## src/design/cfe_params.svh

```systemverilog
`ifndef CFE_PARAMS_SVH
`define CFE_PARAMS_SVH

// AXI4-Lite register byte offsets.
`define CFE_OFS_CTRL 4'h0
`define CFE_OFS_OCTH 4'h4
`define CFE_OFS_OVTH 4'h8
`define CFE_OFS_OTTH 4'hC
`define CFE_OFS_STAT 5'h10
`define CFE_OFS_IRQS 5'h14
`define CFE_OFS_IRQM 5'h18

// Control register fields.
`define CFE_CTRL_OCLATCH 0
`define CFE_CTRL_OVLATCH 1
`define CFE_CTRL_OTLATCH 2
`define CFE_CTRL_PRIPOS 3
`define CFE_CTRL_SECUSE 4
`define CFE_CTRL_SECPOS 5
`define CFE_CTRL_RESET 6'h00

// Threshold reset values.
`define CFE_OCTH_RESET 16'hFFFF
`define CFE_OVTH_RESET 16'hFFFF
`define CFE_OTTH_RESET 16'hFFFF

// Timing at 50 MHz.
`define CFE_CLK_MHZ 50
`define CFE_FILT_US 120
`define CFE_FILT_CYC (`CFE_FILT_US * `CFE_CLK_MHZ)
`define CFE_LATCH_US 1000000
`define CFE_LATCH_CYC (`CFE_LATCH_US * `CFE_CLK_MHZ)
`define CFE_RETRY_CYC 32'd50000

`endif

```

## src/design/cfe_pkg.sv

```systemverilog
package cfe_pkg;
  typedef enum logic [1:0]
  {
    CFE_RUN = 2'b00,
    CFE_RETRY = 2'b01,
    CFE_LATCHED = 2'b10
  } cfe_state_t;
endpackage

```

## src/design/cfe_filt_if.sv

```systemverilog
`timescale 1ns/1ps
interface cfe_filt_if;
  logic rawPin;
  logic stable;
  modport filt (input rawPin, output stable);
  modport user (output rawPin, input stable);
endinterface

```

## src/design/cfe_pin_filter.sv

```systemverilog
`timescale 1ns/1ps
`include "cfe_params.svh"
module cfe_pin_filter
  import cfe_pkg::*;
#(
  parameter logic [31:0] FILT_CYC = `CFE_FILT_CYC
)
(
  input wire logic clock,
  input wire logic reset,
  cfe_filt_if.filt port
);
  logic sync1;
  logic sync2;
  logic sync3;
  logic [31:0] holdCount;

  // Three-stage synchroniser; only the last two are compared.
  always_ff @(posedge clock or posedge reset)
  begin
    if (reset)
    begin
      sync1 <= 1'b0;
      sync2 <= 1'b0;
      sync3 <= 1'b0;
    end
    else
    begin
      sync1 <= port.rawPin;
      sync2 <= sync1;
      sync3 <= sync2;
    end
  end

  // A new level must hold the full window before it is accepted.
  always_ff @(posedge clock or posedge reset)
  begin
    if (reset)
    begin
      holdCount <= 32'h0;
      port.stable <= 1'b0;
    end
    else if (sync2 != sync3 || sync3 == port.stable)
    begin
      holdCount <= 32'h0;
    end
    else if (holdCount >= FILT_CYC - 32'h1)
    begin
      holdCount <= 32'h0;
      port.stable <= sync3;
    end
    else
    begin
      holdCount <= holdCount + 32'h1;
    end
  end

  property p_short_ignored;
    @(posedge clock) disable iff (reset)
      $changed(port.stable) |-> $past(holdCount) == FILT_CYC - 32'h1;
  endproperty
  a_short_ignored: assert property (p_short_ignored)
    else $error("Enable level accepted before filter window.");
endmodule

```

## src/design/cfe_top.sv

```systemverilog
// Our own choices: the register addresses and the AXI4-Lite register port.
`timescale 1ns/1ps
`include "cfe_params.svh"
module cfe_top
  import cfe_pkg::*;
#(
  parameter logic [31:0] FILT_CYC = `CFE_FILT_CYC,
  parameter logic [31:0] LATCH_CYC = `CFE_LATCH_CYC,
  parameter logic [31:0] RETRY_CYC = `CFE_RETRY_CYC
)
(
  input wire logic clock,
  input wire logic reset,
  input wire logic primaryEnablePin,
  input wire logic secondaryEnableInput,
  input wire logic [15:0] outputCurrent,
  input wire logic [15:0] outputVoltage,
  input wire logic [15:0] moduleTemp,
  output logic outputEnable,
  output logic irq,
  input wire logic [31:0] s_axi_awaddr,
  input wire logic s_axi_awvalid,
  output logic s_axi_awready,
  input wire logic [31:0] s_axi_wdata,
  input wire logic [3:0] s_axi_wstrb,
  input wire logic s_axi_wvalid,
  output logic s_axi_wready,
  output logic [1:0] s_axi_bresp,
  output logic s_axi_bvalid,
  input wire logic s_axi_bready,
  input wire logic [31:0] s_axi_araddr,
  input wire logic s_axi_arvalid,
  output logic s_axi_arready,
  output logic [31:0] s_axi_rdata,
  output logic [1:0] s_axi_rresp,
  output logic s_axi_rvalid,
  input wire logic s_axi_rready
);
  // ----------------------------------------------------------------
  // Registers and enable filters
  // ----------------------------------------------------------------
  logic [5:0] ctrl;
  logic [15:0] ocThresh;
  logic [15:0] ovThresh;
  logic [15:0] otThresh;
  logic [2:0] irqStatus;
  logic [2:0] irqMask;
  cfe_state_t ocState;
  cfe_state_t ovState;
  cfe_state_t otState;
  cfe_filt_if priIf();
  cfe_filt_if secIf();
  logic priActive;
  logic secActive;
  logic priPrev;
  logic [31:0] offCount;
  logic latchClear;
  logic [31:0] retryCount;
  logic ocTrip;
  logic ovTrip;
  logic otTrip;
  logic faultBlock;
  logic [2:0] newFault;

  assign priIf.rawPin = primaryEnablePin;
  assign secIf.rawPin = secondaryEnableInput;

  cfe_pin_filter #(.FILT_CYC(FILT_CYC)) u_pri (.clock(clock), .reset(reset), .port(priIf));
  cfe_pin_filter #(.FILT_CYC(FILT_CYC)) u_sec (.clock(clock), .reset(reset), .port(secIf));

  // Polarity: positive means high enables, negative means low enables.
  assign priActive = ctrl[`CFE_CTRL_PRIPOS] ? priIf.stable : ~priIf.stable;
  assign secActive = !ctrl[`CFE_CTRL_SECUSE] ||
                     (ctrl[`CFE_CTRL_SECPOS] ? secIf.stable : ~secIf.stable);

  assign ocTrip = outputCurrent > ocThresh;
  assign ovTrip = outputVoltage > ovThresh;
  assign otTrip = moduleTemp > otThresh;

  // ----------------------------------------------------------------
  // Latch release by holding primary enable off for one second
  // ----------------------------------------------------------------
  // Counting starts on the filtered off level, so bounce cannot clear a latch.
  always_ff @(posedge clock or posedge reset)
  begin
    if (reset)
    begin
      offCount <= 32'h0;
      latchClear <= 1'b0;
      priPrev <= 1'b0;
    end
    else
    begin
      priPrev <= priActive;
      latchClear <= 1'b0;
      if (priActive)
      begin
        offCount <= 32'h0;
        latchClear <= !priPrev && offCount >= LATCH_CYC;
      end
      else if (offCount < LATCH_CYC)
      begin
        offCount <= offCount + 32'h1;
      end
    end
  end

  // ----------------------------------------------------------------
  // Restart interval timer shared by the over-current and over-voltage retry loops
  // ----------------------------------------------------------------
  always_ff @(posedge clock or posedge reset)
  begin
    if (reset)
    begin
      retryCount <= 32'h0;
    end
    else if (ocState == CFE_RETRY || ovState == CFE_RETRY)
    begin
      retryCount <= (retryCount >= RETRY_CYC - 32'h1) ? 32'h0 : retryCount + 32'h1;
    end
    else
    begin
      retryCount <= 32'h0;
    end
  end

  // ----------------------------------------------------------------
  // Fault state machines, one per fault
  // ----------------------------------------------------------------
  // Over-current: hiccup retries after the interval; latched holds until cleared.
  always_ff @(posedge clock or posedge reset)
  begin
    if (reset)
    begin
      ocState <= CFE_RUN;
    end
    else
    begin
      case (ocState)
        CFE_RUN:
          if (ocTrip)
            ocState <= ctrl[`CFE_CTRL_OCLATCH] ? CFE_LATCHED : CFE_RETRY;
        CFE_RETRY:
          if (retryCount == RETRY_CYC - 32'h1)
            ocState <= CFE_RUN;
        CFE_LATCHED:
          if (latchClear)
            ocState <= CFE_RUN;
        default:
          ocState <= CFE_RUN;
      endcase
    end
  end

  // Over-voltage: same hiccup or latch policy as over-current.
  always_ff @(posedge clock or posedge reset)
  begin
    if (reset)
    begin
      ovState <= CFE_RUN;
    end
    else
    begin
      case (ovState)
        CFE_RUN:
          if (ovTrip)
            ovState <= ctrl[`CFE_CTRL_OVLATCH] ? CFE_LATCHED : CFE_RETRY;
        CFE_RETRY:
          if (retryCount == RETRY_CYC - 32'h1)
            ovState <= CFE_RUN;
        CFE_LATCHED:
          if (latchClear)
            ovState <= CFE_RUN;
        default:
          ovState <= CFE_RUN;
      endcase
    end
  end

  // Over-temperature: auto-recovery waits for temperature to fall back.
  always_ff @(posedge clock or posedge reset)
  begin
    if (reset)
    begin
      otState <= CFE_RUN;
    end
    else
    begin
      case (otState)
        CFE_RUN:
          if (otTrip)
            otState <= ctrl[`CFE_CTRL_OTLATCH] ? CFE_LATCHED : CFE_RETRY;
        CFE_RETRY:
          if (!otTrip)
            otState <= CFE_RUN;
        CFE_LATCHED:
          if (latchClear)
            otState <= CFE_RUN;
        default:
          otState <= CFE_RUN;
      endcase
    end
  end

  // A trip blocks the output in the same cycle, before the state registers.
  assign faultBlock = ocState != CFE_RUN || ovState != CFE_RUN || otState != CFE_RUN ||
                      ocTrip || ovTrip || otTrip;

  // Output gate, registered.
  always_ff @(posedge clock or posedge reset)
  begin
    if (reset)
    begin
      outputEnable <= 1'b0;
    end
    else
    begin
      outputEnable <= priActive && secActive && !faultBlock;
    end
  end

  // ----------------------------------------------------------------
  // Interrupt status and output
  // ----------------------------------------------------------------
  logic wrFire;
  logic [31:0] wrAddr;
  logic [31:0] wrData;
  assign newFault = {otTrip && otState == CFE_RUN, ovTrip && ovState == CFE_RUN,
                     ocTrip && ocState == CFE_RUN};

  // Write-one-to-clear; a new event in the same cycle wins over the clear.
  always_ff @(posedge clock or posedge reset)
  begin
    if (reset)
    begin
      irqStatus <= 3'h0;
      irq <= 1'b0;
    end
    else
    begin
      if (wrFire && wrAddr == {27'h0, `CFE_OFS_IRQS})
        irqStatus <= (irqStatus & ~wrData[2:0]) | newFault;
      else
        irqStatus <= irqStatus | newFault;
      irq <= |(irqStatus & irqMask);
    end
  end

  // ----------------------------------------------------------------
  // AXI4-Lite slave
  // ----------------------------------------------------------------
  logic awHeld;
  logic wHeld;
  logic [3:0] wrStrb;
  assign wrFire = awHeld && wHeld && !s_axi_bvalid;
  // The ready outputs are flops; the held flags are only their inverse.
  assign awHeld = !s_axi_awready;
  assign wHeld = !s_axi_wready;

  // Address and data are captured independently, in either order.
  always_ff @(posedge clock or posedge reset)
  begin
    if (reset)
    begin
      s_axi_awready <= 1'b1;
      s_axi_wready <= 1'b1;
      wrAddr <= 32'h0;
      wrData <= 32'h0;
      wrStrb <= 4'h0;
      s_axi_bvalid <= 1'b0;
      s_axi_bresp <= 2'h0;
    end
    else
    begin
      if (s_axi_awvalid && !awHeld)
      begin
        s_axi_awready <= 1'b0;
        wrAddr <= s_axi_awaddr;
      end
      if (s_axi_wvalid && !wHeld)
      begin
        s_axi_wready <= 1'b0;
        wrData <= s_axi_wdata;
        wrStrb <= s_axi_wstrb;
      end
      if (wrFire)
      begin
        s_axi_bvalid <= 1'b1;
        s_axi_bresp <= (wrAddr[31:2] <= 30'h6) ? 2'h0 : 2'h2;
      end
      else if (s_axi_bvalid && s_axi_bready)
      begin
        s_axi_bvalid <= 1'b0;
        s_axi_awready <= 1'b1;
        s_axi_wready <= 1'b1;
      end
    end
  end

  // Register writes; retry is the default for every fault.
  always_ff @(posedge clock or posedge reset)
  begin
    if (reset)
    begin
      ctrl <= `CFE_CTRL_RESET;
      ocThresh <= `CFE_OCTH_RESET;
      ovThresh <= `CFE_OVTH_RESET;
      otThresh <= `CFE_OTTH_RESET;
      irqMask <= 3'h0;
    end
    else if (wrFire && wrStrb[0])
    begin
      case (wrAddr[31:0])
        {28'h0, `CFE_OFS_CTRL}: ctrl <= wrData[5:0];
        {28'h0, `CFE_OFS_OCTH}: ocThresh[7:0] <= wrData[7:0];
        {28'h0, `CFE_OFS_OVTH}: ovThresh[7:0] <= wrData[7:0];
        {28'h0, `CFE_OFS_OTTH}: otThresh[7:0] <= wrData[7:0];
        {27'h0, `CFE_OFS_IRQM}: irqMask <= wrData[2:0];
        default: ;
      endcase
      if (wrStrb[1])
      begin
        case (wrAddr[31:0])
          {28'h0, `CFE_OFS_OCTH}: ocThresh[15:8] <= wrData[15:8];
          {28'h0, `CFE_OFS_OVTH}: ovThresh[15:8] <= wrData[15:8];
          {28'h0, `CFE_OFS_OTTH}: otThresh[15:8] <= wrData[15:8];
          default: ;
        endcase
      end
    end
    else if (wrFire && wrStrb[1])
    begin
      case (wrAddr[31:0])
        {28'h0, `CFE_OFS_OCTH}: ocThresh[15:8] <= wrData[15:8];
        {28'h0, `CFE_OFS_OVTH}: ovThresh[15:8] <= wrData[15:8];
        {28'h0, `CFE_OFS_OTTH}: otThresh[15:8] <= wrData[15:8];
        default: ;
      endcase
    end
  end

  // Reads answer in the same cycle the address is taken; arready and rvalid rise together.
  always_ff @(posedge clock or posedge reset)
  begin
    if (reset)
    begin
      s_axi_arready <= 1'b0;
      s_axi_rvalid <= 1'b0;
      s_axi_rdata <= 32'h0;
      s_axi_rresp <= 2'h0;
    end
    else
    begin
      s_axi_arready <= 1'b0;
      if (s_axi_rvalid && s_axi_rready)
        s_axi_rvalid <= 1'b0;
      else if (s_axi_arvalid && !s_axi_rvalid && !s_axi_arready)
      begin
        s_axi_arready <= 1'b1;
        s_axi_rvalid <= 1'b1;
        s_axi_rresp <= 2'h0;
        case (s_axi_araddr)
          {28'h0, `CFE_OFS_CTRL}: s_axi_rdata <= {26'h0, ctrl};
          {28'h0, `CFE_OFS_OCTH}: s_axi_rdata <= {16'h0, ocThresh};
          {28'h0, `CFE_OFS_OVTH}: s_axi_rdata <= {16'h0, ovThresh};
          {28'h0, `CFE_OFS_OTTH}: s_axi_rdata <= {16'h0, otThresh};
          {27'h0, `CFE_OFS_STAT}: s_axi_rdata <= {25'h0, outputEnable, otState, ovState,
                                                  ocState};
          {27'h0, `CFE_OFS_IRQS}: s_axi_rdata <= {29'h0, irqStatus};
          {27'h0, `CFE_OFS_IRQM}: s_axi_rdata <= {29'h0, irqMask};
          default:
          begin
            s_axi_rdata <= 32'h0;
            s_axi_rresp <= 2'h2;
          end
        endcase
      end
    end
  end

  // ----------------------------------------------------------------
  // Checks
  // ----------------------------------------------------------------
  property p_oc_off;
    @(posedge clock) disable iff (reset)
      ocTrip |=> !outputEnable;
  endproperty
  a_oc_off: assert property (p_oc_off)
    else $error("Output stayed on during over-current.");

  property p_retry_back;
    @(posedge clock) disable iff (reset)
      (ocState == CFE_RETRY && retryCount == RETRY_CYC - 32'h1) |=> ocState == CFE_RUN;
  endproperty
  a_retry_back: assert property (p_retry_back)
    else $error("Over-current retry did not restart.");

  property p_latch_holds;
    @(posedge clock) disable iff (reset)
      (ovState == CFE_LATCHED && !latchClear) |=> ovState == CFE_LATCHED;
  endproperty
  a_latch_holds: assert property (p_latch_holds)
    else $error("Latched fault released without enable toggle.");

  property p_ov_mode;
    @(posedge clock) disable iff (reset)
      (ovState == CFE_RUN && ovTrip) |=>
        ovState == ($past(ctrl[`CFE_CTRL_OVLATCH]) ? CFE_LATCHED : CFE_RETRY);
  endproperty
  a_ov_mode: assert property (p_ov_mode)
    else $error("Over-voltage entered the wrong mode.");

  property p_ot_recover;
    @(posedge clock) disable iff (reset)
      (otState == CFE_RETRY && !otTrip) |=> otState == CFE_RUN;
  endproperty
  a_ot_recover: assert property (p_ot_recover)
    else $error("Over-temperature did not auto-recover.");

  property p_gate;
    @(posedge clock) disable iff (reset)
      outputEnable |-> $past(priActive && secActive && !ocTrip && !ovTrip && !otTrip &&
                             ocState == CFE_RUN && ovState == CFE_RUN && otState == CFE_RUN);
  endproperty
  a_gate: assert property (p_gate)
    else $error("Output enabled without permission.");

  property p_sec_ignored;
    @(posedge clock) disable iff (reset)
      (!ctrl[`CFE_CTRL_SECUSE] && priActive && !faultBlock) |=> outputEnable;
  endproperty
  a_sec_ignored: assert property (p_sec_ignored)
    else $error("Secondary enable gated while ignored.");

  property p_pri_pol;
    @(posedge clock) disable iff (reset)
      (priIf.stable != ctrl[`CFE_CTRL_PRIPOS]) |=> !outputEnable;
  endproperty
  a_pri_pol: assert property (p_pri_pol)
    else $error("Primary polarity wrong.");
endmodule

```

## config.mk

```make
export PLATFORM = sky130hd
export DESIGN_NAME = cfe_top
export DESIGN_NICKNAME = d
export VERILOG_FILES = /design/src/design/cfe_pkg.sv /design/src/design/cfe_filt_if.sv /design/src/design/cfe_pin_filter.sv /design/src/design/cfe_top.sv
export VERILOG_INCLUDE_DIRS = /design/src /design/src/design
export SDC_FILE = /design/constraint.sdc
export NUM_CORES = 1
export LEC_CHECK = 0
export ABC_AREA = 1
export BUFFER_PORTS_ARGS = -buffer_cell sky130_fd_sc_hd__buf_2
export CORE_MARGIN = 2
export CORE_UTILIZATION = 58
export CTS_CLUSTER_SIZE = 24
export DETAILED_ROUTE_END_ITERATION = 10
export GPL_ROUTABILITY_DRIVEN = 0
export HOLD_SLACK_MARGIN = 0.15
export MAX_ROUTING_LAYER = met4
export PLACE_DENSITY = 0.89
export SETUP_SLACK_MARGIN = 0.2
export SYNTH_ARGS = -nofsm -noshare
export SYNTH_HDL_FRONTEND = slang
export SYNTH_HIERARCHICAL = 1
export SYNTH_SLANG_ARGS = --single-unit
export TNS_END_PERCENT = 100
```

## constraint.sdc

```tcl
create_clock -name clock -period 9.7 [get_ports clock]
set_input_delay 1.94 -clock clock [delete_from_list [all_inputs] [get_ports clock]]
set_output_delay 1.94 -clock clock [all_outputs]
set_load 0.05 [all_outputs]
```

Yosys cells after proc, flatten, opt, wreduce, memory -nomap -nowiden
Cells that the tools add are included.
- add/subtract/negate cells: 4
- bitwise logic cells: 10
- order comparisons: 9
- reductions and logical operators: 60
- multiplexer cells: 51
- equal/unequal tests: 32
- operators with widths (kind ; number):
    $mux W32 ; 8
    $eq A32 B5 Y1 const B ; 5
    $add A32 B1 Y32 const B ; 4
    $eq A32 B4 Y1 const B ; 4
    $pmux W16 S7 ; 1
    $mux W8 ; 12
    $eq A32 B3 Y1 const B ; 2
    $ge A32 B13 Y1 const B ; 2
    $logic_not A32 Y1 ; 2
    $gt A16 B16 Y1 ; 3
    $eq A32 B16 Y1 const B ; 1
    $ge A32 B16 Y1 const B ; 1
    $ge A32 B26 Y1 const B ; 1
    $lt A32 B26 Y1 const B ; 1
    $le A30 B3 Y1 const B ; 1
    $mux W2 ; 11
    $pmux W2 S3 ; 3
    $reduce_and A2 Y1 ; 9
    $logic_and A1 B1 Y1 ; 17
    $ne A2 B2 Y1 const B ; 8
    $mux W1 ; 15
    $reduce_bool A2 Y1 ; 7
    $logic_or A1 B1 Y1 ; 9
    $reduce_and A3 Y1 ; 3
    14 further kinds ; 36
- input port bits: 157
- bits in registers: 297
- word-level logic and storage cells: 205
- output and inout port bits: 43

Depth between registers and ports, before layout
Gate-level depths: netlist of run 1.
- word-level depth: 8
- mapped depth: 15
- gate-level depth less buffers: 15

Hierarchy
The synthesis of run 1 kept the hierarchy.
- by module, submodules not included (module ; instances ; area each (µm²) ; cells each ; sequential area each (µm²)):
    cfe_top ; 1 ; 11489.8 ; 1454 ; 5242.5
    cfe_pin_filter ; 2 ; 1386.3 ; 126 ; 900.9

Worst setup path after synthesis of run 1
Ideal clock, no wire load.
- path kind: input port to flip-flop
- start point: input port s_axi_araddr[8]
- end point: register s_axi_rdata[13]
- library setup time: 0.066 ns
- required time: 9.634 ns
- stages: 9
- slack: 6.687 ns
- arrival: 2.947 ns
- path buffers: 0
- cell sequence: nor2_1 > nand2_1 > inv_1 > nand2_2 > nor3_2 > nand2_1 > nand3_1 > nand2_1 > nand2_1
- cells in the longest elaborated chain, start to end: 2
- elaborated cells on any way between the ends: 8
- those cells by class: 6 x eq/ne; 1 x mux; 1 x reduce/logical
- RTL lines (item ; RTL line ; text):
    from (decl) ; cfe_top.sv:31 ; input wire logic [31:0] s_axi_araddr,
    $eq A32 B5 Y1 (tied with other cells) ; cfe_top.sv:362 ; case (s_axi_araddr)
    $pmux W16 S7 (*) ; cfe_top.sv:362 ;
    to (signal assigned) ; cfe_top.sv:363 ; {28'h0, `CFE_OFS_CTRL}: s_axi_rdata <= {26'h0, ctrl};
    to (signal assigned) ; cfe_top.sv:364 ; {28'h0, `CFE_OFS_OCTH}: s_axi_rdata <= {16'h0, ocThresh};
    to (signal assigned) ; cfe_top.sv:365 ; {28'h0, `CFE_OFS_OVTH}: s_axi_rdata <= {16'h0, ovThresh};
    to (decl) ; cfe_top.sv:34 ; output logic [31:0] s_axi_rdata,
Every way passes the cells marked *; elsewhere a longest branch is shown, timed or not.
A chain may end at the register's enable or synchronous reset.

Final worst setup path of run 1
- start point: register s_axi_awready
- end point: output port s_axi_awready
- RTL lines (item ; RTL line ; text):
    from (decl) ; cfe_top.sv:23 ; output logic s_axi_awready,
    from (signal assigned) ; cfe_top.sv:265 ; s_axi_awready <= 1'b1;
    from (signal assigned) ; cfe_top.sv:277 ; s_axi_awready <= 1'b0;
    from (signal assigned) ; cfe_top.sv:294 ; s_axi_awready <= 1'b1;
No word-level cell between the ends.

==> flow_summary.toml, run 1 <==
[worst_setup_path]
cpLargestDelayFamily = "flip-flops"
critPathBufInv = 1
worstSetupPathType = "register to output port"
cp.arrival_ns = 1.35
path_cells = "buf_2"
cp-end-kind = "output port"
cpMaxStageDelayCell = "dfstp_2"
crit_required_ns = 7.76
worst-path-max-fanout = 3
slowest_delay_ns = 0.54
crit_path_start_kind = "register"

[finish]
final_common_cell = "nand2_1"
syn2layout_area_growth_pct = 14.6
drive_above_1_share = 0.191
final_area_sq_um = 16300
final_cell_mix = "399 x nand2_1, 251 x nor2_1, 229 x dfrtp_1, 198 x inv_1, 163 x buf_2"
seqCellArea_sq_um = 7040
multiInputGateArea_sq_um = 6350
final_nets = 2134
nFillCells = 1838

[hold_path]
hold_class = "register to register"

[timing]
fin_tns_setup_ns = 0
finalClockSkew_ns = 0.0185
setup_viol = 0
slew_violations = 0
slew_headroom = 0.174
min_period_ns = 3.29
worst_pin_slew_ns = 1.24
finalHoldViolCount = 0
rsz0062_at_grt = "false"
finalCritPeriodShare = 0.339
whs_ns = 0.349
timing.fmax_mhz = 304

[synthesis]
synthesis.area_sq_um = 14300
ys_ff_latch = 279
synth_top_cell_by_area = "dfrtp_1"
seq_area_frac_synth = 0.494
synthCells = 1706
syn_area_per_cell_sq_um = 8.36
synth_top_area_frac = 0.402
synth-main-ff-cell = "dfrtp_1"
yosysWarnings = 6
async_flop_share = 1.00
synth-edff-count = 0
synthDistinctLibCells = 51
synthTopCellsByArea = "dfrtp_1 40%, nand2_1 11%, dfstp_2 9.2%"

[power_and_ir_drop]
cellPowerDensity_nw_per_um2 = 174
p_leak_nw = 7.81
seqPwrFrac = 0.486
finalPower_w = 0.00284
ir_drop_uv = 161
combPwrFrac = 0.147
p_clk_frac = 0.367
p_switching_w = 0.000816
swShare = 0.287
p_int_w = 0.00203

[clock_tree]
cts_root_buffer = "clkbuf_16"
cts_resized = 0
cts_inserted_buffers = 29
cts-htree-levels = 1
post_cts_buffers = 0
cts.sinks = 279
cts_tree = "yes"
clk_path_buf_depth = 3
cts_hold_buffers = 0
path_clk_slew_ns = 0.06
clock_latency_ns = 0.54

[global_route]
grt_pass1_vias = 11921
grt_max_degree = 146
grt_antenna_before_repair = 1
overflow = 0
grt_usage = 0.264
grt_pass1_wl_microns = 54500

[die]
die_w_microns = 161
initial_utilization = 0.588
core_sq_um = 24200
die_y_microns = 161
ioPinCount = 200
die-area_sq_um = 25900
std_cell_rows = 57

[drt]
num_vias = 11958
wl_microns = 32700
firstDrtPassIters = 6
post_drt_wl_per_cell_microns = 14.4
drtIter0Drc = 1024
detail-route-antenna-nets = 0
viasPerCell = 5.27
drcViolationCount = 0

[placement]
dpl-instance-area_sq_um = 15400
portBuffers = 163
dp_hpwl_microns = 22900

[flow_run]
cap_violations = 0

[status]
outcome = "completed"
-- path summary, 6_finish.rpt --
check | to | cells past startpoint | startpoint | slack, ns
worst max-delay path | s_axi_awready | 1 | s_axi_awready | 6.41
worst min-delay path | u_sec/sync2 | 0 | u_sec/sync1 | 0.35
worst max register to register | ctrl[0] | 5 | wrAddr[5] | 7.44
worst min register to register | u_sec/sync2 | 0 | u_sec/sync1 | 0.35
max in group asynchronous | irq | 3 | reset | 6.66
min in group asynchronous | u_pri/holdCount[22] | 3 | reset | 1.55
-- kinds of logic after synthesis --
family,share of synthesized area
other,0.000789
AO/OA/AOI/OAI,0.0684
flip-flops,0.494
multiplexers,0.0134
buffers and inverters,0.0794
XOR/XNOR,0.0257
AND/OR/NAND/NOR,0.272
adder cells (fa/ha/maj),0.0465
-- sequential cells by signal (all words and copies together) (netlist names), 2 cells and up --
name / cells
offCount: 32
retryCount: 32
u_pri/holdCount: 32
u_sec/holdCount: 32
wrAddr: 32
ocThresh: 16
otThresh: 16
ovThresh: 16
s_axi_rdata: 16
wrData: 16
ctrl: 6
irqMask: 3
irqStatus: 3
ocState: 2
otState: 2
ovState: 2
wrStrb: 2
-- layout make-up --
cell class	count	area share
tap	324	0.0248
antenna	1	0.000153
clock inverter	10	0.00367
multi-input combinational	1239	0.388
inverter	205	0.0478
clock buffer	42	0.0511
timing repair buffer	170	0.0531
sequential	279	0.431
-- power groups by stage --
stage	Sequential [W]	Combinational [W]	Clock (W)
2_1_floorplan	0.00141	0.000279	0
3_3_place_gp	0.00139	0.000392	0
3_5_place_dp	0.00140	0.000413	0
4_1_cts	0.00138	0.000419	0.00106
5_1_grt	0.00139	0.000468	0.00111
6_report	0.00138	0.000418	0.00104
-- cell usage after synthesis, types with 3 or more instances --
cell type    n
nand3_1    113
o21ai_1      8
o21ai_2     20
nand2_1    399
dfrtp_1    229
buf_6       10
buf_4       20
nor3_1      35
a21oi_1     73
clkbuf_1     7
buf_2       10
inv_1      199
or2_0        3
a31oi_1      4
and2_1       3
o21bai_1     3
nand3_2      3
nor2_2      25
nand4_1     17
ha_1        53
nor2_1     252
nand4_2      5
o21ai_0     51
buf_1        5
nor3_2       4
a21o_1       3
dfstp_2     50
xor2_1      29
mux2_2      17
nand2_2      8
inv_2        4
xnor2_1     11
nor2_4       9
conb_1       3
-- metrics by stage --
step / utilization / worst slack, ns / std cells
3_5_place_dp: 0.637 / 6.03 / 2217
5_1_grt: 0.674 / 6.32 / 2270
6_report: 0.674 / 6.41 / 2270
2_1_floorplan: - / 2.19 / 1775
3_3_place_gp: 0.637 / 6.09 / 2217
4_1_cts: 0.674 / 6.40 / 2269
-- metal layers --
metal,up-vias,part of all wire,global-route usage
li1,5752,-,-
met1,5575,0.40,0.313
met2,516,0.48,0.449
met3,115,0.077,0.0447
met4,0,0.045,0.107
met5,-,0,-
Note: power is estimated with default switching activity, not from simulation.
==> run 2: changes to the inputs <==
clock period = 3.18 ns   (was 9.7 ns; I/O delays follow)
==> flow_summary.toml, run 2 (synthesized netlist as in run 1, its figures left out) <==
[status]
outcome = "completed"

[power_and_ir_drop]
seqPwrFrac = 0.475
p_leak_nw = 7.86
finalPower_w = 0.00888
p_switching_w = 0.00253
p_clk_frac = 0.380
cellPowerDensity_nw_per_um2 = 540
swShare = 0.285
p_int_w = 0.00635
ir_drop_uv = 592
combPwrFrac = 0.145

[drt]
wl_microns = 32900
drtIter0Drc = 972
viasPerCell = 5.26
post_drt_wl_per_cell_microns = 14.5
num_vias = 11966
detail-route-antenna-nets = 0
firstDrtPassIters = 6
drcViolationCount = 0

[global_route]
grt_antenna_before_repair = 1
grt_usage = 0.264
grt_pass1_wl_microns = 54700
grt.met2_usage = 0.453
busiest_layer = "met2"
grt_max_degree = 106
grtUsageMet1 = 0.313
overflow = 0
grt_pass1_vias = 11910
use_met3 = 0.0416

[timing]
finalCritPeriodShare = 0.694
slew_violations = 0
finalClockSkew_ns = 0.0147
rsz0062_at_grt = "false"
worst_pin_slew_ns = 0.701
slew_headroom = 0.529
finalHoldViolCount = 0
whs_ns = 0.194
timing.fmax_mhz = 453
setup_viol = 0
min_period_ns = 2.21

[finish]
drive_above_1_share = 0.194
final_cell_mix = "399 x nand2_1, 251 x nor2_1, 229 x dfrtp_1, 198 x inv_1, 163 x buf_2"
syn2layout_area_growth_pct = 15.3
final_util = 0.678
final_common_cell = "nand2_1"
final_nets = 2137

[die]
core_sq_um = 24200
ioPinCount = 200
die_w_microns = 161
initial_utilization = 0.588
std_cell_rows = 57
die_y_microns = 161
die-area_sq_um = 25900

[worst_setup_path]
crit_required_ns = 3.60
worstSetupPathType = "register to register"
cp.arrival_ns = 2.63
crit_path_start_kind = "register"
cp-end-kind = "register"
reg2reg_to = "ovState[1]"
r2r_start = "ovThresh[15]"
r2r_slack_ns = 0.97
worst-path-max-fanout = 3
rr_worst_depth = 9

[clock_tree]
cts_resized = 0
cts-htree-levels = 1
clk_path_buf_depth = 3
path_clk_slew_ns = 0.06
cts.sinks = 279
cts_inserted_buffers = 28
clock_latency_ns = 0.55
cts_root_buffer = "clkbuf_16"
cts_tree = "yes"

[flow_run]
cap_violations = 0

[hold_path]
hold_class = "primary input to register"
min_from = "primaryEnablePin"
min_path_cells = 1
hold_end = "u_pri/sync1"

[placement]
dp_hpwl_microns = 23300
portBuffers = 163
[run 2: cell count changes in the layout (fill, tap and decap cells not counted), sizes merged]
cell	delta
inv	-1
bufinv	+3
buf	+3
clkbuf	-7
clkinv	+3
dlygate4sd3	+1
clkinvlp	+2
[run 2: how the worst max path moves through the flow]
stage | from | to | slack [ns]
2_1_floorplan | reset | ctrl[0] | -0.10
5_1_grt | wrAddr[5] | ctrl[3] | 0.91
4_1_cts | ovThresh[15] | ovState[1] | 1.02
3_5_place_dp | s_axi_araddr[22] | s_axi_rdata[10] | 0.94
6_report | ovThresh[15] | ovState[1] | 0.97
3_3_place_gp | s_axi_araddr[22] | s_axi_rdata[10] | 1.04
[run 2: final cells by class]
| type | instances | area, sq um |
|---|---|---|
| Fill cell | 1824 | 7800 |
| Sequential cell | 279 | 7040 |
| Multi-Input combinational cell | 1239 | 6350 |
| Timing Repair Buffer | 174 | 926 |
| Clock buffer | 35 | 778 |
| Inverter | 205 | 778 |
| Tap cell | 324 | 405 |
| Clock inverter | 17 | 169 |
| Antenna cell | 1 | 2.50 |
[run 2: layer usage]
metal | part of all wire | vias up
li1 | - | 5762
met1 | 0.39 | 5573
met2 | 0.49 | 512
met3 | 0.079 | 119
met4 | 0.043 | 0
met5 | 0 | -
[run 2: stage by stage]
| step | worst slack, ns | area, sq um | TNS (ns) | std cells |
|---|---|---|---|---|
| 2_1_floorplan | -0.101 | 14500 | -15.92 | 1775 |
| 3_3_place_gp | 1.04 | 15500 | 0 | 2220 |
| 3_5_place_dp | 0.935 | 15500 | 0 | 2220 |
| 4_1_cts | 1.02 | 16400 | 0 | 2273 |
| 5_1_grt | 0.913 | 16500 | 0 | 2274 |
| 6_report | 0.972 | 16500 | 0 | 2274 |
[run 2: critical path: stages, from the launching register on]
cell     delay, ns
dfstp_2       0.58
inv_1         0.06
ha_1          0.30
nand2_1       0.09
nor3_1        0.40
nand3_1       0.14
nand2_1       0.19
nand2_1       0.15
nand3_1       0.11
nand2_1       0.07
[run 2: timing repair]
| action | CTS | global route |
|---|---|---|
| buffers inserted | 0 | 0 |
| hold buffers | 1 | 0 |
| endpoints found under the hold margin | 11 | 0 |
[run 2: power by group through the flow]
stage	registers, W	clock network, W	logic (W)
2_1_floorplan	0.00429	0	0.000852
3_3_place_gp	0.00424	0	0.00121
3_5_place_dp	0.00426	0	0.00126
4_1_cts	0.00421	0.00344	0.00129
5_1_grt	0.00425	0.00360	0.00144
6_report	0.00422	0.00338	0.00129
==> run 3: changes to the inputs <==
CORE_UTILIZATION = 52   (was 58)
PLACE_DENSITY = 0.84   (was 0.89)
clock period = 2 ns   (was 3.18 ns; I/O delays follow)
==> flow_summary.toml, run 3 (synthesized netlist as in run 1, its figures left out) <==
[status]
outcome = "finished, violations left"
violations = "negative setup slack"

[timing]
rsz0062_at_grt = "true"
timing.fmax_mhz = 473
setup_viol = 5
setup_ws_ns = -0.115
worst_pin_slew_ns = 0.561
min_period_ns = 2.12
finalClockSkew_ns = 0.0356
finalCritPeriodShare = 1.06
finalHoldViolCount = 0
slew_violations = 0
whs_ns = 0.133
slew_headroom = 0.625
fin_tns_setup_ns = -0.392

[clock_tree]
clock_latency_ns = 0.58
cts-htree-levels = 1
cts_inserted_buffers = 30
path_clk_slew_ns = 0.08
cts_root_buffer = "clkbuf_16"
clk_path_buf_depth = 3
cts.sinks = 279
cts_tree = "yes"

[power_and_ir_drop]
p_switching_w = 0.00462
ir_drop_uv = 725
seqPwrFrac = 0.446
swShare = 0.301
p_clk_frac = 0.390
p_int_w = 0.0108
cellPowerDensity_nw_per_um2 = 838
combPwrFrac = 0.164
p_leak_nw = 8.65

[finish]
final_common_cell = "nand2_1"
drive_above_1_share = 0.268
syn2layout_area_growth_pct = 28.7
final_cell_mix = "369 x nand2_1, 239 x nor2_1, 227 x dfrtp_1, 183 x inv_1, 162 x buf_2"
final_nets = 2253

[worst_setup_path]
crit_path_start_kind = "register"
cp.arrival_ns = 2.61
critPathBufInv = 1
crit_required_ns = 2.50
cp-end-kind = "register"
cpLargestDelayFamily = "compound AO/OA/AOI/OAI gates"
worstSetupPathType = "register to register"
slowest_delay_ns = 0.56
path_cells = "inv_1 > ha_1 > a21oi_1 > o21a_1 > nand2_1 > nand2_2 > nand2_2 > nand2_1 > nand3_2 > nor2_1"
cpMaxStageDelayCell = "dfstp_2"
worst-path-max-fanout = 2

[die]
die-area_sq_um = 28800
core_sq_um = 27000
die_w_microns = 170
die_y_microns = 170
ioPinCount = 200
std_cell_rows = 60
initial_utilization = 0.529

[drt]
viasPerCell = 5.59
detail-route-antenna-nets = 0
num_vias = 13476
firstDrtPassIters = 7
wl_microns = 43000
drtIter0Drc = 1553
post_drt_wl_per_cell_microns = 17.9
drcViolationCount = 0

[hold_path]
hold_class = "primary input to register"

[global_route]
grt_antenna_before_repair = 2
grt_max_degree = 44
grt_pass1_vias = 12556
overflow = 0
grt_pass1_wl_microns = 59300
grt_usage = 0.262

[placement]
portBuffers = 163
dp_hpwl_microns = 24200

[flow_run]
cap_violations = 0
run 3: cell types whose count changed in the layout (fill, tap and decap cells not counted), sizes merged:
cell | before | now
dlygate4sd3 | 1 | 57
buf | 173 | 228
clkbuf | 35 | 48
clkinv | 13 | 8
diode | 1 | 2
inv | 203 | 202
run 3: area by class of cell:
| cell class | count | area, sq um |
|---|---|---|
| fill | 1830 | 8600 |
| sequential | 279 | 7050 |
| multi-input combinational | 1239 | 6970 |
| timing repair buffer | 288 | 2050 |
| clock buffer | 45 | 940 |
| inverter | 205 | 778 |
| tap | 341 | 427 |
| clock inverter | 11 | 143 |
| antenna | 2 | 5.00 |
run 3: final timing paths:
check | start | endpoint | slack, ns | cells after the start
min in group asynchronous | reset | offCount[11] | 0.48 | 3
setup / recovery | ocThresh[5] | outputEnable | -0.12 | 10
hold / removal | s_axi_wdata[5] | wrData[5] | 0.13 | 3
setup reg to reg | ocThresh[5] | outputEnable | -0.12 | 10
max in group asynchronous | reset | ocThresh[12] | 0.89 | 4
hold reg to reg | u_sec/sync1 | u_sec/sync2 | 0.35 | 0
run 3: power by group through the flow:
stage	sequential, W	clock (W)	combinational [W]
floorplan	0.00682	0	0.00136
global placement	0.00673	0	0.00198
detailed placement	0.00677	0	0.00206
CTS	0.00668	0.00596	0.00221
global route	0.00689	0.00628	0.00270
finish	0.00686	0.00600	0.00252
run 3: worst min-delay path: stages:
cell,delay [ns]
buf_2,0.10
nor2_1,0.05
a21oi_1,0.12
run 3: stage by stage:
stage,util,cells,area (sq um),setup slack [ns],power (W)
finish,0.681,2410,18400,-0.115,0.0154
global route,0.681,2410,18400,-0.157,0.0159
CTS,0.656,2387,17700,0.156,0.0149
detailed placement,0.584,2264,15800,-0.0410,0.00884
global placement,0.584,2264,15800,0.00766,0.00871
floorplan,-,1775,14500,-1.05,0.00818
run 3: layer usage:
metal  track usage  share of wire
met1         0.307           0.36
met2         0.437           0.47
met3        0.0441           0.10
met4         0.133          0.076
met5             -              0
run 3: what timing repair did:
item | CTS | global route
buffers inserted | 10 | 19
endpoints found under the setup margin | 35 | 109
endpoints found under the hold margin | 133 | 0
hold buffers | 57 | 0
cloned | 0 | 2
resized for setup | 36 | 129
pin swaps | 22 | 38
